<file path="config.mk">
export PLATFORM = sky130hd
export DESIGN_NAME = msc_top
export DESIGN_NICKNAME = d
export VERILOG_FILES = /design/src/common/msc_pkg.sv /design/src/common/msc_xfer_if.sv /design/src/hdl/msc_serial_port.sv /design/src/hdl/msc_cd_timer.sv /design/src/hdl/msc_top.sv
export SDC_FILE = /design/constraint.sdc
export NUM_CORES = 1
export LEC_CHECK = 0
export ABC_AREA = 1
export BUFFER_PORTS_ARGS = -buffer_cell sky130_fd_sc_hd__clkbuf_2
export CAP_MARGIN = 30
export CORE_MARGIN = 2
export CORE_UTILIZATION = 54
export DETAILED_ROUTE_END_ITERATION = 8
export PLACE_DENSITY = 0.73
export SLEW_MARGIN = 10
export SYNTH_ARGS = -nofsm -noshare
export SYNTH_HDL_FRONTEND = slang
export SYNTH_SLANG_ARGS = --single-unit
</file>
<file path="constraint.sdc">
create_clock -name CORE_CLK -period 2.93 [get_ports CORE_CLK]
set_input_delay 0 -clock CORE_CLK [delete_from_list [all_inputs] [get_ports CORE_CLK]]
set_output_delay 0 -clock CORE_CLK [all_outputs]
set_load 0.02 [all_outputs]
</file>
<file path="src/common/msc_pkg.sv">
// constants, field layout and types of the modem serial control registers
package msc_pkg;
  localparam int ADDR_W = 3;
  localparam int DATA_W = 4;
  localparam int NUM_REGS = 7;
  localparam int MS_W = 9;

  // register numbers carried as the serial address
  localparam logic [2:0] ADDR_MODEM_CONFIG     = 3'h0;
  localparam logic [2:0] ADDR_CD_TIMING        = 3'h1;
  localparam logic [2:0] ADDR_FUNCTION_SELECT  = 3'h2;
  localparam logic [2:0] ADDR_RECV_LEVEL       = 3'h3;
  localparam logic [2:0] ADDR_TRANSMIT_GAIN    = 3'h4;
  localparam logic [2:0] ADDR_TONE_SELECT      = 3'h5;
  localparam logic [2:0] ADDR_RECEIVED_TONE    = 3'h6;

  // reset values
  localparam logic [3:0] RST_MODEM_CONFIG    = 4'h0;
  localparam logic [3:0] RST_CD_TIMING       = 4'h0;
  localparam logic [3:0] RST_FUNCTION_SELECT = 4'h0;
  localparam logic [3:0] RST_RECV_LEVEL      = 4'h0;
  localparam logic [3:0] RST_TRANSMIT_GAIN   = 4'h0;
  localparam logic [3:0] RST_TONE_SELECT     = 4'h0;
  localparam logic [3:0] RST_RECEIVED_TONE   = 4'h0;

  // field positions
  localparam int MC_STD_BIT   = 3;
  localparam int MC_CHAN_BIT  = 2;
  localparam int MC_TXDIS_BIT = 1;
  localparam logic [3:0] MC_WMASK = 4'he;
  localparam int CDT_FSK_LSB  = 2;
  localparam int CDT_TONE_LSB = 0;
  localparam int RL_AGC_LSB   = 2;
  localparam int RL_LEVEL_BIT = 1;
  localparam int RL_TEST_BIT  = 0;

  // carrier detect delays in ms, per timing code
  localparam logic [8:0] FSK_ON_MS_00  = 9'h1c2;
  localparam logic [8:0] FSK_ON_MS_01  = 9'h00f;
  localparam logic [8:0] FSK_ON_MS_10  = 9'h00f;
  localparam logic [8:0] FSK_ON_MS_11  = 9'h04b;
  localparam logic [8:0] FSK_OFF_MS_00 = 9'h01e;
  localparam logic [8:0] FSK_OFF_MS_01 = 9'h01e;
  localparam logic [8:0] FSK_OFF_MS_10 = 9'h00f;
  localparam logic [8:0] FSK_OFF_MS_11 = 9'h00a;
  localparam logic [8:0] TONE_ON_MS_00  = 9'h01e;
  localparam logic [8:0] TONE_ON_MS_01  = 9'h023;
  localparam logic [8:0] TONE_ON_MS_10  = 9'h02d;
  localparam logic [8:0] TONE_OFF_MS_00 = 9'h019;
  localparam logic [8:0] TONE_OFF_MS_01 = 9'h023;
  localparam logic [8:0] TONE_OFF_MS_10 = 9'h019;

  // agc range upper bound in dB
  localparam logic [4:0] AGC_DB_00 = 5'h14;
  localparam logic [4:0] AGC_DB_01 = 5'h0f;
  localparam logic [4:0] AGC_DB_10 = 5'h0a;
  localparam logic [4:0] AGC_DB_11 = 5'h05;

  // timing
  localparam int CLK_PERIOD_PS = 5000;
  localparam int MS_PS = 1000000000;
  localparam int CYCLES_PER_MS = MS_PS / CLK_PERIOD_PS;

  typedef enum logic [1:0] {
    MSC_S_HDR  = 2'b00,
    MSC_S_WR   = 2'b01,
    MSC_S_RD   = 2'b10,
    MSC_S_DONE = 2'b11
  } msc_ser_e;
endpackage : msc_pkg

</file>
<file path="src/common/msc_xfer_if.sv">
// transaction carrier between the serial engine and the register bank
`timescale 1ns/1ps
interface msc_xfer_if;
  logic       wr_stb;
  logic       rd_stb;
  logic [2:0] addr;
  logic [3:0] wdata;
  logic [3:0] rdata;
  modport port (output wr_stb, rd_stb, addr, wdata, input rdata);
  modport regs (input wr_stb, rd_stb, addr, wdata, output rdata);
endinterface : msc_xfer_if

</file>
<file path="src/hdl/msc_serial_port.sv">
// serial control port engine, driven by sampled serial clock edges
`timescale 1ns/1ps
module msc_serial_port (
  input  wire logic   clk,
  input  wire logic   rst,
  input  wire logic   sel_n,
  input  wire logic   sclk,
  input  wire logic   sdi,
  msc_xfer_if.port    x,
  output logic        sdo_r,
  output logic        sdo_oe_r
);
  msc_pkg::msc_ser_e state_r;
  logic       sclk_d_r;
  logic [1:0] cnt_r;
  logic [2:0] hdr_r;
  logic [3:0] sh_r;
  logic       rise;
  logic       fall;

  // transfers advance only on serial clock edges
  assign rise = sclk & ~sclk_d_r;
  assign fall = ~sclk & sclk_d_r;

  always_ff @(posedge clk or posedge rst)
    if (rst)
      sclk_d_r <= 1'b0;
    else
      sclk_d_r <= sclk;

  always_ff @(posedge clk or posedge rst)
  begin
    if (rst)
    begin
      state_r  <= msc_pkg::MSC_S_HDR;
      cnt_r    <= 2'h0;
      hdr_r    <= 3'h0;
      sh_r     <= 4'h0;
      sdo_r    <= 1'b0;
      sdo_oe_r <= 1'b0;
      x.wr_stb <= 1'b0;
      x.rd_stb <= 1'b0;
      x.addr   <= 3'h0;
      x.wdata  <= 4'h0;
    end
    else
    begin
      x.wr_stb <= 1'b0;
      x.rd_stb <= 1'b0;
      if (sel_n)
      begin
        // deselect aborts whatever was in flight
        state_r  <= msc_pkg::MSC_S_HDR;
        cnt_r    <= 2'h0;
        sdo_oe_r <= 1'b0;
      end
      else
        case (state_r)
          msc_pkg::MSC_S_HDR:
            if (rise)
            begin
              hdr_r <= {hdr_r[1:0], sdi};
              cnt_r <= cnt_r + 2'h1;
              if (cnt_r == 2'h3)
              begin
                x.addr   <= {hdr_r[1:0], sdi};
                x.rd_stb <= hdr_r[2];
                state_r  <= hdr_r[2] ? msc_pkg::MSC_S_RD
                                     : msc_pkg::MSC_S_WR;
              end
            end
          msc_pkg::MSC_S_WR:
            if (rise)
            begin
              sh_r  <= {sh_r[2:0], sdi};
              cnt_r <= cnt_r + 2'h1;
              if (cnt_r == 2'h3)
              begin
                x.wdata  <= {sh_r[2:0], sdi};
                x.wr_stb <= 1'b1;
                state_r  <= msc_pkg::MSC_S_DONE;
              end
            end
          msc_pkg::MSC_S_RD:
            if (fall)
            begin
              // register read fresh at the first falling edge
              if (cnt_r == 2'h0)
              begin
                sdo_r    <= x.rdata[3];
                sh_r     <= {x.rdata[2:0], 1'b0};
                sdo_oe_r <= 1'b1;
              end
              else
              begin
                sdo_r <= sh_r[3];
                sh_r  <= {sh_r[2:0], 1'b0};
              end
              cnt_r <= cnt_r + 2'h1;
              if (cnt_r == 2'h3)
                state_r <= msc_pkg::MSC_S_DONE;
            end
          default: ; // done: lsb holds until deselect
        endcase
    end
  end

  read_msb_a: assert property (@(posedge clk) disable iff (rst)
    $rose(sdo_oe_r) |-> sdo_r == $past(x.rdata[3]))
    else $error("first read bit is not the msb");
endmodule : msc_serial_port

</file>
<file path="src/hdl/msc_cd_timer.sv">
// carrier detect qualifier: raw detect must persist for a delay in ms
`timescale 1ns/1ps
module msc_cd_timer #(
  parameter int W = 9
) (
  input  wire logic         clk,
  input  wire logic         rst,
  input  wire logic         ms_tick,
  input  wire logic         raw,
  input  wire logic [W-1:0] on_ms,
  input  wire logic [W-1:0] off_ms,
  output logic              det_r
);
  logic [W-1:0] cnt_r;
  logic [W-1:0] cnt_nxt;
  logic [W-1:0] dly;

  assign cnt_nxt = cnt_r + W'(1);
  assign dly = det_r ? off_ms : on_ms;

  // a glitch back to the old level restarts the wait
  always_ff @(posedge clk or posedge rst)
  begin
    if (rst)
    begin
      det_r <= 1'b0;
      cnt_r <= '0;
    end
    else if (raw == det_r)
      cnt_r <= '0;
    else if (ms_tick)
    begin
      if (cnt_nxt >= dly)
      begin
        det_r <= raw;
        cnt_r <= '0;
      end
      else
        cnt_r <= cnt_nxt;
    end
  end
endmodule : msc_cd_timer

</file>
<file path="src/hdl/msc_top.sv">
// Function
// - transactions run only while port select is held low
// - select going high aborts the transaction and floats serial output
// - seven 4-bit registers addressed by the serial register number
// - reset pin low or power loss restores all register defaults
// - modem config defaults to 1200 baud, receive channel, tx enabled
// - tone carrier detect defaults: on 30 ms, off 25 ms
// - fsk carrier detect defaults: on 450 ms, off 30 ms
// - function select defaults to fsk modem mode
// - receive config defaults to widest agc range, high detect level
// - transmit gain defaults to maximum, no attenuation
// - tone select defaults to the 941 plus 1633 Hz pair
// - fsk on delay from bits 3:2: 450, 15, 15, 75 ms
// - fsk off delay from bits 3:2: 30, 30, 15, 10 ms
// - tone on delay from bits 1:0: 30, 35, 45 ms
// - tone off delay from bits 1:0: 25, 35, 25 ms
// - receive bits 3:2 give agc upper bound 20, 15, 10, 5 dB
// - received tone register holds the last decoded digit
// - frame: direction bit, 3-bit address msb first, four data bits
// - read data leaves on falling edges msb first, lsb then held until deselect floats it
// - writes to read-only registers or bits change nothing
// - port logic advances only on the host serial clock
`timescale 1ns/1ps
module msc_top #(
  parameter int CYCLES_PER_MS = msc_pkg::CYCLES_PER_MS
) (
  input  wire logic       CORE_CLK,
  input  wire logic       SYS_RST,
  input  wire logic       RESET_PIN_N,
  input  wire logic       PORT_SELECT_N,
  input  wire logic       PORT_SERIAL_CLOCK,
  input  wire logic       PORT_SERIAL_IN,
  output logic            PORT_SERIAL_OUT,
  output logic            PORT_SERIAL_OUT_EN,
  input  wire logic [3:0] TONE_CODE,
  input  wire logic       TONE_STROBE,
  input  wire logic       FSK_CARRIER_RAW,
  input  wire logic       TONE_CARRIER_RAW,
  output logic [3:0]      MODEM_CONFIG,
  output logic [3:0]      CARRIER_DETECT_TIMING,
  output logic [3:0]      FUNCTION_SELECT,
  output logic [3:0]      RECEIVE_LEVEL_CONFIG,
  output logic [3:0]      TRANSMIT_GAIN,
  output logic [3:0]      TONE_SELECT,
  output logic [4:0]      AGC_UPPER_DB,
  output logic            FSK_CARRIER_DETECT,
  output logic            TONE_CARRIER_DETECT
);
  localparam int NS = 6;
  localparam logic [NS-1:0] SYNC_RST = 6'h30;
  localparam int MSW = $clog2(CYCLES_PER_MS + 1);

  logic [NS-1:0] async_in;
  logic [NS-1:0] meta_r;
  logic [NS-1:0] sync_r;
  logic          pin_rst_n_s;
  logic          sel_n_s;
  logic [3:0]    reg_r [msc_pkg::NUM_REGS];
  logic [MSW-1:0] ms_cnt_r;
  logic          ms_tick_r;
  logic [msc_pkg::MS_W-1:0] on_ms  [2];
  logic [msc_pkg::MS_W-1:0] off_ms [2];
  logic [1:0]    cd_raw;
  logic [1:0]    cd_det;

  msc_xfer_if xf ();

  function automatic logic [3:0] reg_default(input logic [2:0] a);
    case (a)
      msc_pkg::ADDR_MODEM_CONFIG:    reg_default = msc_pkg::RST_MODEM_CONFIG;
      msc_pkg::ADDR_CD_TIMING:       reg_default = msc_pkg::RST_CD_TIMING;
      msc_pkg::ADDR_FUNCTION_SELECT:
        reg_default = msc_pkg::RST_FUNCTION_SELECT;
      msc_pkg::ADDR_RECV_LEVEL:      reg_default = msc_pkg::RST_RECV_LEVEL;
      msc_pkg::ADDR_TRANSMIT_GAIN:
        reg_default = msc_pkg::RST_TRANSMIT_GAIN;
      msc_pkg::ADDR_TONE_SELECT:     reg_default = msc_pkg::RST_TONE_SELECT;
      default:                       reg_default = msc_pkg::RST_RECEIVED_TONE;
    endcase
  endfunction : reg_default

  // writable bits per register; the received tone takes none
  function automatic logic [3:0] reg_wmask(input logic [2:0] a);
    case (a)
      msc_pkg::ADDR_MODEM_CONFIG:  reg_wmask = msc_pkg::MC_WMASK;
      msc_pkg::ADDR_RECEIVED_TONE: reg_wmask = 4'h0;
      3'h7:                        reg_wmask = 4'h0;
      default:                     reg_wmask = 4'hf;
    endcase
  endfunction : reg_wmask

  function automatic logic [8:0] fsk_delay(input logic [1:0] c,
                                           input logic off);
    case (c)
      2'h0:    fsk_delay = off ? msc_pkg::FSK_OFF_MS_00
                               : msc_pkg::FSK_ON_MS_00;
      2'h1:    fsk_delay = off ? msc_pkg::FSK_OFF_MS_01
                               : msc_pkg::FSK_ON_MS_01;
      2'h2:    fsk_delay = off ? msc_pkg::FSK_OFF_MS_10
                               : msc_pkg::FSK_ON_MS_10;
      default: fsk_delay = off ? msc_pkg::FSK_OFF_MS_11
                               : msc_pkg::FSK_ON_MS_11;
    endcase
  endfunction : fsk_delay

  // code 11 has no defined timing; it behaves as code 10
  function automatic logic [8:0] tone_delay(input logic [1:0] c,
                                            input logic off);
    case (c)
      2'h0:    tone_delay = off ? msc_pkg::TONE_OFF_MS_00
                                : msc_pkg::TONE_ON_MS_00;
      2'h1:    tone_delay = off ? msc_pkg::TONE_OFF_MS_01
                                : msc_pkg::TONE_ON_MS_01;
      default: tone_delay = off ? msc_pkg::TONE_OFF_MS_10
                                : msc_pkg::TONE_ON_MS_10;
    endcase
  endfunction : tone_delay

  function automatic logic [4:0] agc_db(input logic [1:0] c);
    case (c)
      2'h0:    agc_db = msc_pkg::AGC_DB_00;
      2'h1:    agc_db = msc_pkg::AGC_DB_01;
      2'h2:    agc_db = msc_pkg::AGC_DB_10;
      default: agc_db = msc_pkg::AGC_DB_11;
    endcase
  endfunction : agc_db

  // every pin from outside this clock passes two flops
  assign async_in = {RESET_PIN_N, PORT_SELECT_N, PORT_SERIAL_CLOCK,
                     PORT_SERIAL_IN, FSK_CARRIER_RAW, TONE_CARRIER_RAW};

  always_ff @(posedge CORE_CLK or posedge SYS_RST)
  begin
    if (SYS_RST)
    begin
      meta_r <= SYNC_RST;
      sync_r <= SYNC_RST;
    end
    else
    begin
      meta_r <= async_in;
      sync_r <= meta_r;
    end
  end

  assign pin_rst_n_s = sync_r[5];
  assign sel_n_s     = sync_r[4];
  assign cd_raw      = sync_r[1:0];

  msc_serial_port u_port (
    .clk      (CORE_CLK),
    .rst      (SYS_RST),
    .sel_n    (sel_n_s),
    .sclk     (sync_r[3]),
    .sdi      (sync_r[2]),
    .x        (xf.port),
    .sdo_r    (PORT_SERIAL_OUT),
    .sdo_oe_r (PORT_SERIAL_OUT_EN)
  );

  // unmapped address reads back zero
  assign xf.rdata = (xf.addr < 3'(msc_pkg::NUM_REGS)) ? reg_r[xf.addr]
                                                      : 4'h0;

  // register bank; the reset pin acts while held low
  always_ff @(posedge CORE_CLK or posedge SYS_RST)
  begin
    if (SYS_RST)
    begin
      for (int i = 0; i < msc_pkg::NUM_REGS; i++)
        reg_r[i] <= reg_default(3'(i));
    end
    else if (!pin_rst_n_s)
    begin
      for (int i = 0; i < msc_pkg::NUM_REGS; i++)
        reg_r[i] <= reg_default(3'(i));
    end
    else
    begin
      if (xf.wr_stb && reg_wmask(xf.addr) != 4'h0)
        reg_r[xf.addr] <= (xf.wdata & reg_wmask(xf.addr))
                        | (reg_r[xf.addr] & ~reg_wmask(xf.addr));
      if (TONE_STROBE)
        reg_r[msc_pkg::ADDR_RECEIVED_TONE] <= TONE_CODE;
    end
  end

  assign MODEM_CONFIG          = reg_r[msc_pkg::ADDR_MODEM_CONFIG];
  assign CARRIER_DETECT_TIMING = reg_r[msc_pkg::ADDR_CD_TIMING];
  assign FUNCTION_SELECT       = reg_r[msc_pkg::ADDR_FUNCTION_SELECT];
  assign RECEIVE_LEVEL_CONFIG  = reg_r[msc_pkg::ADDR_RECV_LEVEL];
  assign TRANSMIT_GAIN         = reg_r[msc_pkg::ADDR_TRANSMIT_GAIN];
  assign TONE_SELECT           = reg_r[msc_pkg::ADDR_TONE_SELECT];

  always_ff @(posedge CORE_CLK or posedge SYS_RST)
    if (SYS_RST)
      AGC_UPPER_DB <= msc_pkg::AGC_DB_00;
    else
      AGC_UPPER_DB <= agc_db(RECEIVE_LEVEL_CONFIG[
                        msc_pkg::RL_AGC_LSB +: 2]);

  // millisecond tick keeps the carrier counters narrow
  always_ff @(posedge CORE_CLK or posedge SYS_RST)
  begin
    if (SYS_RST)
    begin
      ms_cnt_r  <= '0;
      ms_tick_r <= 1'b0;
    end
    else if (ms_cnt_r == MSW'(CYCLES_PER_MS - 1))
    begin
      ms_cnt_r  <= '0;
      ms_tick_r <= 1'b1;
    end
    else
    begin
      ms_cnt_r  <= ms_cnt_r + MSW'(1);
      ms_tick_r <= 1'b0;
    end
  end

  // channel 1 is fsk, channel 0 the tone receiver
  assign on_ms[1]  = fsk_delay(CARRIER_DETECT_TIMING[
                       msc_pkg::CDT_FSK_LSB +: 2], 1'b0);
  assign off_ms[1] = fsk_delay(CARRIER_DETECT_TIMING[
                       msc_pkg::CDT_FSK_LSB +: 2], 1'b1);
  assign on_ms[0]  = tone_delay(CARRIER_DETECT_TIMING[
                       msc_pkg::CDT_TONE_LSB +: 2], 1'b0);
  assign off_ms[0] = tone_delay(CARRIER_DETECT_TIMING[
                       msc_pkg::CDT_TONE_LSB +: 2], 1'b1);

  for (genvar g = 0; g < 2; g++)
  begin : g_cd
    msc_cd_timer #(.W(msc_pkg::MS_W)) u_cd (
      .clk     (CORE_CLK),
      .rst     (SYS_RST),
      .ms_tick (ms_tick_r),
      .raw     (cd_raw[g]),
      .on_ms   (on_ms[g]),
      .off_ms  (off_ms[g]),
      .det_r   (cd_det[g])
    );
  end

  assign FSK_CARRIER_DETECT  = cd_det[1];
  assign TONE_CARRIER_DETECT = cd_det[0];

  abort_hiz_a: assert property (@(posedge CORE_CLK) disable iff (SYS_RST)
    sel_n_s |=> !PORT_SERIAL_OUT_EN)
    else $error("serial output driven after deselect");

  sel_gate_a: assert property (@(posedge CORE_CLK) disable iff (SYS_RST)
    PORT_SERIAL_OUT_EN |-> !$past(sel_n_s))
    else $error("serial output driven without select");

  write_sel_a: assert property (@(posedge CORE_CLK) disable iff (SYS_RST)
    xf.wr_stb |-> $past(!sel_n_s, 1) && !xf.rd_stb)
    else $error("write strobe outside a selected frame");

  write_store_a: assert property (@(posedge CORE_CLK) disable iff (SYS_RST)
    xf.wr_stb && xf.addr == msc_pkg::ADDR_TRANSMIT_GAIN && pin_rst_n_s
    |=> TRANSMIT_GAIN == $past(xf.wdata))
    else $error("write did not reach transmit gain");

  ro_write_a: assert property (@(posedge CORE_CLK) disable iff (SYS_RST)
    xf.wr_stb && xf.addr == msc_pkg::ADDR_RECEIVED_TONE && !TONE_STROBE
    && pin_rst_n_s
    |=> $stable(reg_r[msc_pkg::ADDR_RECEIVED_TONE]))
    else $error("read-only register changed by a write");

  spare_bit_a: assert property (@(posedge CORE_CLK) disable iff (SYS_RST)
    MODEM_CONFIG[0] == 1'b0)
    else $error("non-working config bit became set");

  pin_reset_a: assert property (@(posedge CORE_CLK) disable iff (SYS_RST)
    !pin_rst_n_s |=> MODEM_CONFIG == msc_pkg::RST_MODEM_CONFIG
      && CARRIER_DETECT_TIMING == msc_pkg::RST_CD_TIMING
      && TONE_SELECT == msc_pkg::RST_TONE_SELECT ##2
      AGC_UPPER_DB == msc_pkg::AGC_DB_00)
    else $error("reset pin did not restore defaults");

  tone_latch_a: assert property (@(posedge CORE_CLK) disable iff (SYS_RST)
    TONE_STROBE && pin_rst_n_s
    |=> reg_r[msc_pkg::ADDR_RECEIVED_TONE] == $past(TONE_CODE))
    else $error("decoded digit not captured");

  cd_tick_a: assert property (@(posedge CORE_CLK) disable iff (SYS_RST)
    $changed(FSK_CARRIER_DETECT) |-> $past(ms_tick_r)
      && FSK_CARRIER_DETECT == $past(cd_raw[1]))
    else $error("carrier detect moved off the ms tick");

  // agc bound follows the receive range code one cycle later
  agc_widest_a: assert property (@(posedge CORE_CLK)
    disable iff (SYS_RST)
    RECEIVE_LEVEL_CONFIG[msc_pkg::RL_AGC_LSB +: 2] == 2'h0
    |=> AGC_UPPER_DB == msc_pkg::AGC_DB_00)
    else $error("widest agc code gave a wrong bound");

  agc_narrow_a: assert property (@(posedge CORE_CLK)
    disable iff (SYS_RST)
    RECEIVE_LEVEL_CONFIG[msc_pkg::RL_AGC_LSB +: 2] == 2'h3
    |=> AGC_UPPER_DB == msc_pkg::AGC_DB_11)
    else $error("narrowest agc code gave a wrong bound");

  unmapped_rd_a: assert property (@(posedge CORE_CLK)
    disable iff (SYS_RST)
    xf.addr == 3'h7 |-> xf.rdata == 4'h0)
    else $error("unmapped register read back nonzero");

  write_pulse_a: assert property (@(posedge CORE_CLK)
    disable iff (SYS_RST)
    xf.wr_stb |=> !xf.wr_stb)
    else $error("write strobe held longer than one cycle");

  hdr_float_a: assert property (@(posedge CORE_CLK)
    disable iff (SYS_RST)
    xf.rd_stb |-> !PORT_SERIAL_OUT_EN)
    else $error("serial output driven during the header");

  abort_write_a: assert property (@(posedge CORE_CLK)
    disable iff (SYS_RST)
    sel_n_s |=> !xf.wr_stb)
    else $error("write strobe after deselect");

  pin_rest_a: assert property (@(posedge CORE_CLK)
    disable iff (SYS_RST)
    !pin_rst_n_s |=> FUNCTION_SELECT == msc_pkg::RST_FUNCTION_SELECT
      && RECEIVE_LEVEL_CONFIG == msc_pkg::RST_RECV_LEVEL
      && TRANSMIT_GAIN == msc_pkg::RST_TRANSMIT_GAIN)
    else $error("reset pin left a register off its default");

  tone_keep_a: assert property (@(posedge CORE_CLK)
    disable iff (SYS_RST)
    !TONE_STROBE && pin_rst_n_s
    |=> $stable(reg_r[msc_pkg::ADDR_RECEIVED_TONE]))
    else $error("decoded digit changed without a strobe");

  // a stuck tick would make every carrier delay count core cycles instead of milliseconds
  ms_tick_a: assert property (@(posedge CORE_CLK)
    disable iff (SYS_RST)
    ms_tick_r |=> !ms_tick_r)
    else $error("millisecond tick lasted more than one cycle");

  pin_c: cover property (@(posedge CORE_CLK) disable iff (SYS_RST)
    !pin_rst_n_s);
  read_c: cover property (@(posedge CORE_CLK) disable iff (SYS_RST)
    xf.rd_stb ##[1:200] PORT_SERIAL_OUT_EN);
  write_c: cover property (@(posedge CORE_CLK) disable iff (SYS_RST)
    xf.wr_stb && xf.addr == msc_pkg::ADDR_FUNCTION_SELECT);
  abort_c: cover property (@(posedge CORE_CLK) disable iff (SYS_RST)
    PORT_SERIAL_OUT_EN ##1 sel_n_s);
  cd_c: cover property (@(posedge CORE_CLK) disable iff (SYS_RST)
    $rose(TONE_CARRIER_DETECT));
endmodule : msc_top

</file>
==> metrics.txt <==
area of the multi-input gates=2370 sq um; clock buffer depth=2; hold path depth=2; Final Util=0.604; die area=11100 sq um; first-pass GRT wire length=18900 um; setup TNS=0 ns; pin count of the biggest net entering global routing=61; skew final=0.0121 ns; gr ovfl total=0; Max Cap Viol=0; total global-route track usage=0.214; Fmax achieved=0.390 GHz; total CTS buffers=9; vias in the first global route=4150; Starting Density=0.549; Synth Area per Inst=8.48 sq um; clk slew on worst S/H paths=0.09 ns; sequential cell area=2640 sq um; Area growth syn-to-layout=10.0%; number of synthesized flops with an enable pin=0; Pwr per Cell Area=520 nW/um^2; Post-DRT Antenna Nets=0; final period utilization=0.876; Setup Viol. Count Final=0; die height=105 um; worst setup margin=0.364 ns; Slew Viols, Final=0; vias per inst=5.12; Post-synth top flop=dfrtp_1; DP HPWL=8100 um; H-tree levels=3; Mapped Cells=656; Fin. Hold Viols=0; port bufs=45; Final GP Congestion=0.844; CTS-repair resized insts=0; initial antenna violation count=0; post-layout minimum cycle time=2.57 ns; Post-layout nets=741; synth unique cells=42; Setup crit start=g_cd[0].u_cd.cnt_r[0]; Critical R2R Launch=g_cd[0].u_cd.cnt_r[0]; 1st-iter DRT viols=363; placed cell count=810; FF-to-FF End=g_cd[0].u_cd.cnt_r[4]; clock sink count=105; WP data required=3.25 ns; Vias=4307; CTS tree=done; outcome=completed; r2r setup slk=0.36 ns; WL/cell=13.2 um; clock insertion delay at the later pin of the skew report=0.39 ns; DRT Wirelength=11100 um; final non-filler cell total=841; Seq cells post-synth=105; # DRC=0; FFs w/ async S/R, synth=1.00; post-synthesis instance area=5560 sq um; maximum vdd drop=413 uV; Pre-antenna DRT Iters=5; CP Launch Type=register; Fill cells=875; yosys warns=0; share of post-route cells with drive strength above 1=0.170; Crit. End Element=register; Hold/Removal Path Class=in2reg; root buffer cell=clkbuf_8; Leak=3.23 nW; Mapped Nets=697; ANT cells=0; sequential area share after synthesis=0.474; RSZ-0062 raised after global routing=false; Ports=46; Worst slew margin=0.493; # rows=37; core area=10100 sq um; worst-path fanout max=6; dpl ws=0.418 ns; hold wc startpoint=PORT_SELECT_N; Worst-Margin Slew=0.761 ns; WHS Endpoint=meta_r[4]; FF-to-FF path depth=15; crit path kind=reg2reg; CP arrival=2.89 ns; Die W=105 um
## state kept, by name, indices dropped and copies added (netlist names), 6 cells and up
| register | cells |
|---|---|
| g_cd.u_cd.cnt_r | 18 |
| meta_r | 6 |
| ms_cnt_r | 18 |
| sync_r | 6 |
## what timing repair did
action / in CTS / in global routing
hold endpoints to repair: 65 / 0
hold buffers: 15 / 0
buffers inserted: 0 / 0
## cell type report
class | instances | share of cell area
Sequential cell | 105 | 0.431
Multi-Input combinational cell | 428 | 0.388
Timing Repair Buffer | 61 | 0.0646
Inverter | 95 | 0.0587
Tap cell | 136 | 0.0278
Clock buffer | 11 | 0.0247
Clock inverter | 5 | 0.00593
## Yosys cell counts, types with 5 or more instances
| cell type | instances | area [sq um] |
|---|---|---|
| a22oi_1 | 5 | 37.5 |
| buf_4 | 25 | 188 |
| o21ai_1 | 11 | 55.1 |
| dfrtp_1 | 99 | 2480 |
| nor2_1 | 39 | 146 |
| inv_1 | 86 | 323 |
| nand3_2 | 6 | 60.1 |
| ha_1 | 28 | 350 |
| a21oi_1 | 23 | 115 |
| xor2_1 | 14 | 123 |
| nor3_1 | 7 | 35.0 |
| nand2_2 | 5 | 31.3 |
| nand4_1 | 5 | 31.3 |
| dfstp_2 | 6 | 158 |
| nand2_1 | 167 | 627 |
| nand3_1 | 28 | 140 |
| xnor2_1 | 5 | 43.8 |
| o22ai_1 | 7 | 43.8 |
| inv_2 | 9 | 33.8 |
| nor2_2 | 14 | 87.6 |
| o21ai_0 | 33 | 165 |
## placed cells by master, fill, tap and decap left out, types with 15 or more instances in the layout
cell type and n:
nand2_1 167, dfrtp_1 99, inv_1 85, clkbuf_2 45
nor2_1 39, o21ai_0 33, nand3_1 28, ha_1 28
a21oi_1 23, dlygate4sd3_1 15
## metrics by stage
step / hold slack, ns / power (mW) / area, sq um
floorplan: 0.00448 / 2.14 / 5560
global placement: 0.0876 / 2.30 / 5780
detailed placement: 0.0893 / 2.32 / 5780
CTS: 0.218 / 3.20 / 6120
global route: 0.213 / 3.37 / 6120
finish: 0.246 / 3.18 / 6120
## worst max-delay path: stages (launching register included)
cell      delay, ns
dfrtp_1        0.44
ha_1           0.25
nand2_1        0.08
nor2_2         0.05
or2_2          0.26
nand2_1        0.06
inv_1          0.05
ha_1           0.31
a21oi_1        0.12
a21boi_0       0.19
nand2_1        0.07
a21oi_1        0.17
nand3_2        0.14
nor2_4         0.17
nand2_1        0.08
nand2_1        0.06
## logic make-up (layout without fill, tap and decap cells)
logic type,Yosys count,count (layout),share of synthesized area
xor+xnor,19,19,0.0299
buf+inv,123,172,0.0999
simple gates,287,287,0.236
flops,105,105,0.474
fa+ha+maj,28,28,0.0630
mux,2,2,0.00405
compound gates,92,92,0.0933
## routing by layer
metal	vias up	part of all wire	track usage
met3	21	0.047	0.0581
li1	2152	-	-
met1	2032	0.46	0.287
met4	0	0.019	0.0667
met2	102	0.47	0.341
met5	-	0	0
## how the worst max path moves through the flow
stage,endpoint,cells after the start
2_1_floorplan,AGC_UPPER_DB[0],1
3_3_place_gp,g_cd[0].u_cd.cnt_r[2],15
4_1_cts,g_cd[0].u_cd.cnt_r[2],15
6_report,g_cd[0].u_cd.cnt_r[4],15
3_5_place_dp,g_cd[0].u_cd.cnt_r[2],15
5_1_grt,g_cd[0].u_cd.cnt_r[2],15
## where the power goes
group | internal, mW | switching [mW] | total [mW] | leakage, nW
combinational | 0.211 | 0.429 | 0.640 | 1.75
clock | 0.360 | 0.507 | 0.867 | 0.100
sequential | 1.57 | 0.100 | 1.67 | 1.38
(Power assumes the default switching activity.)
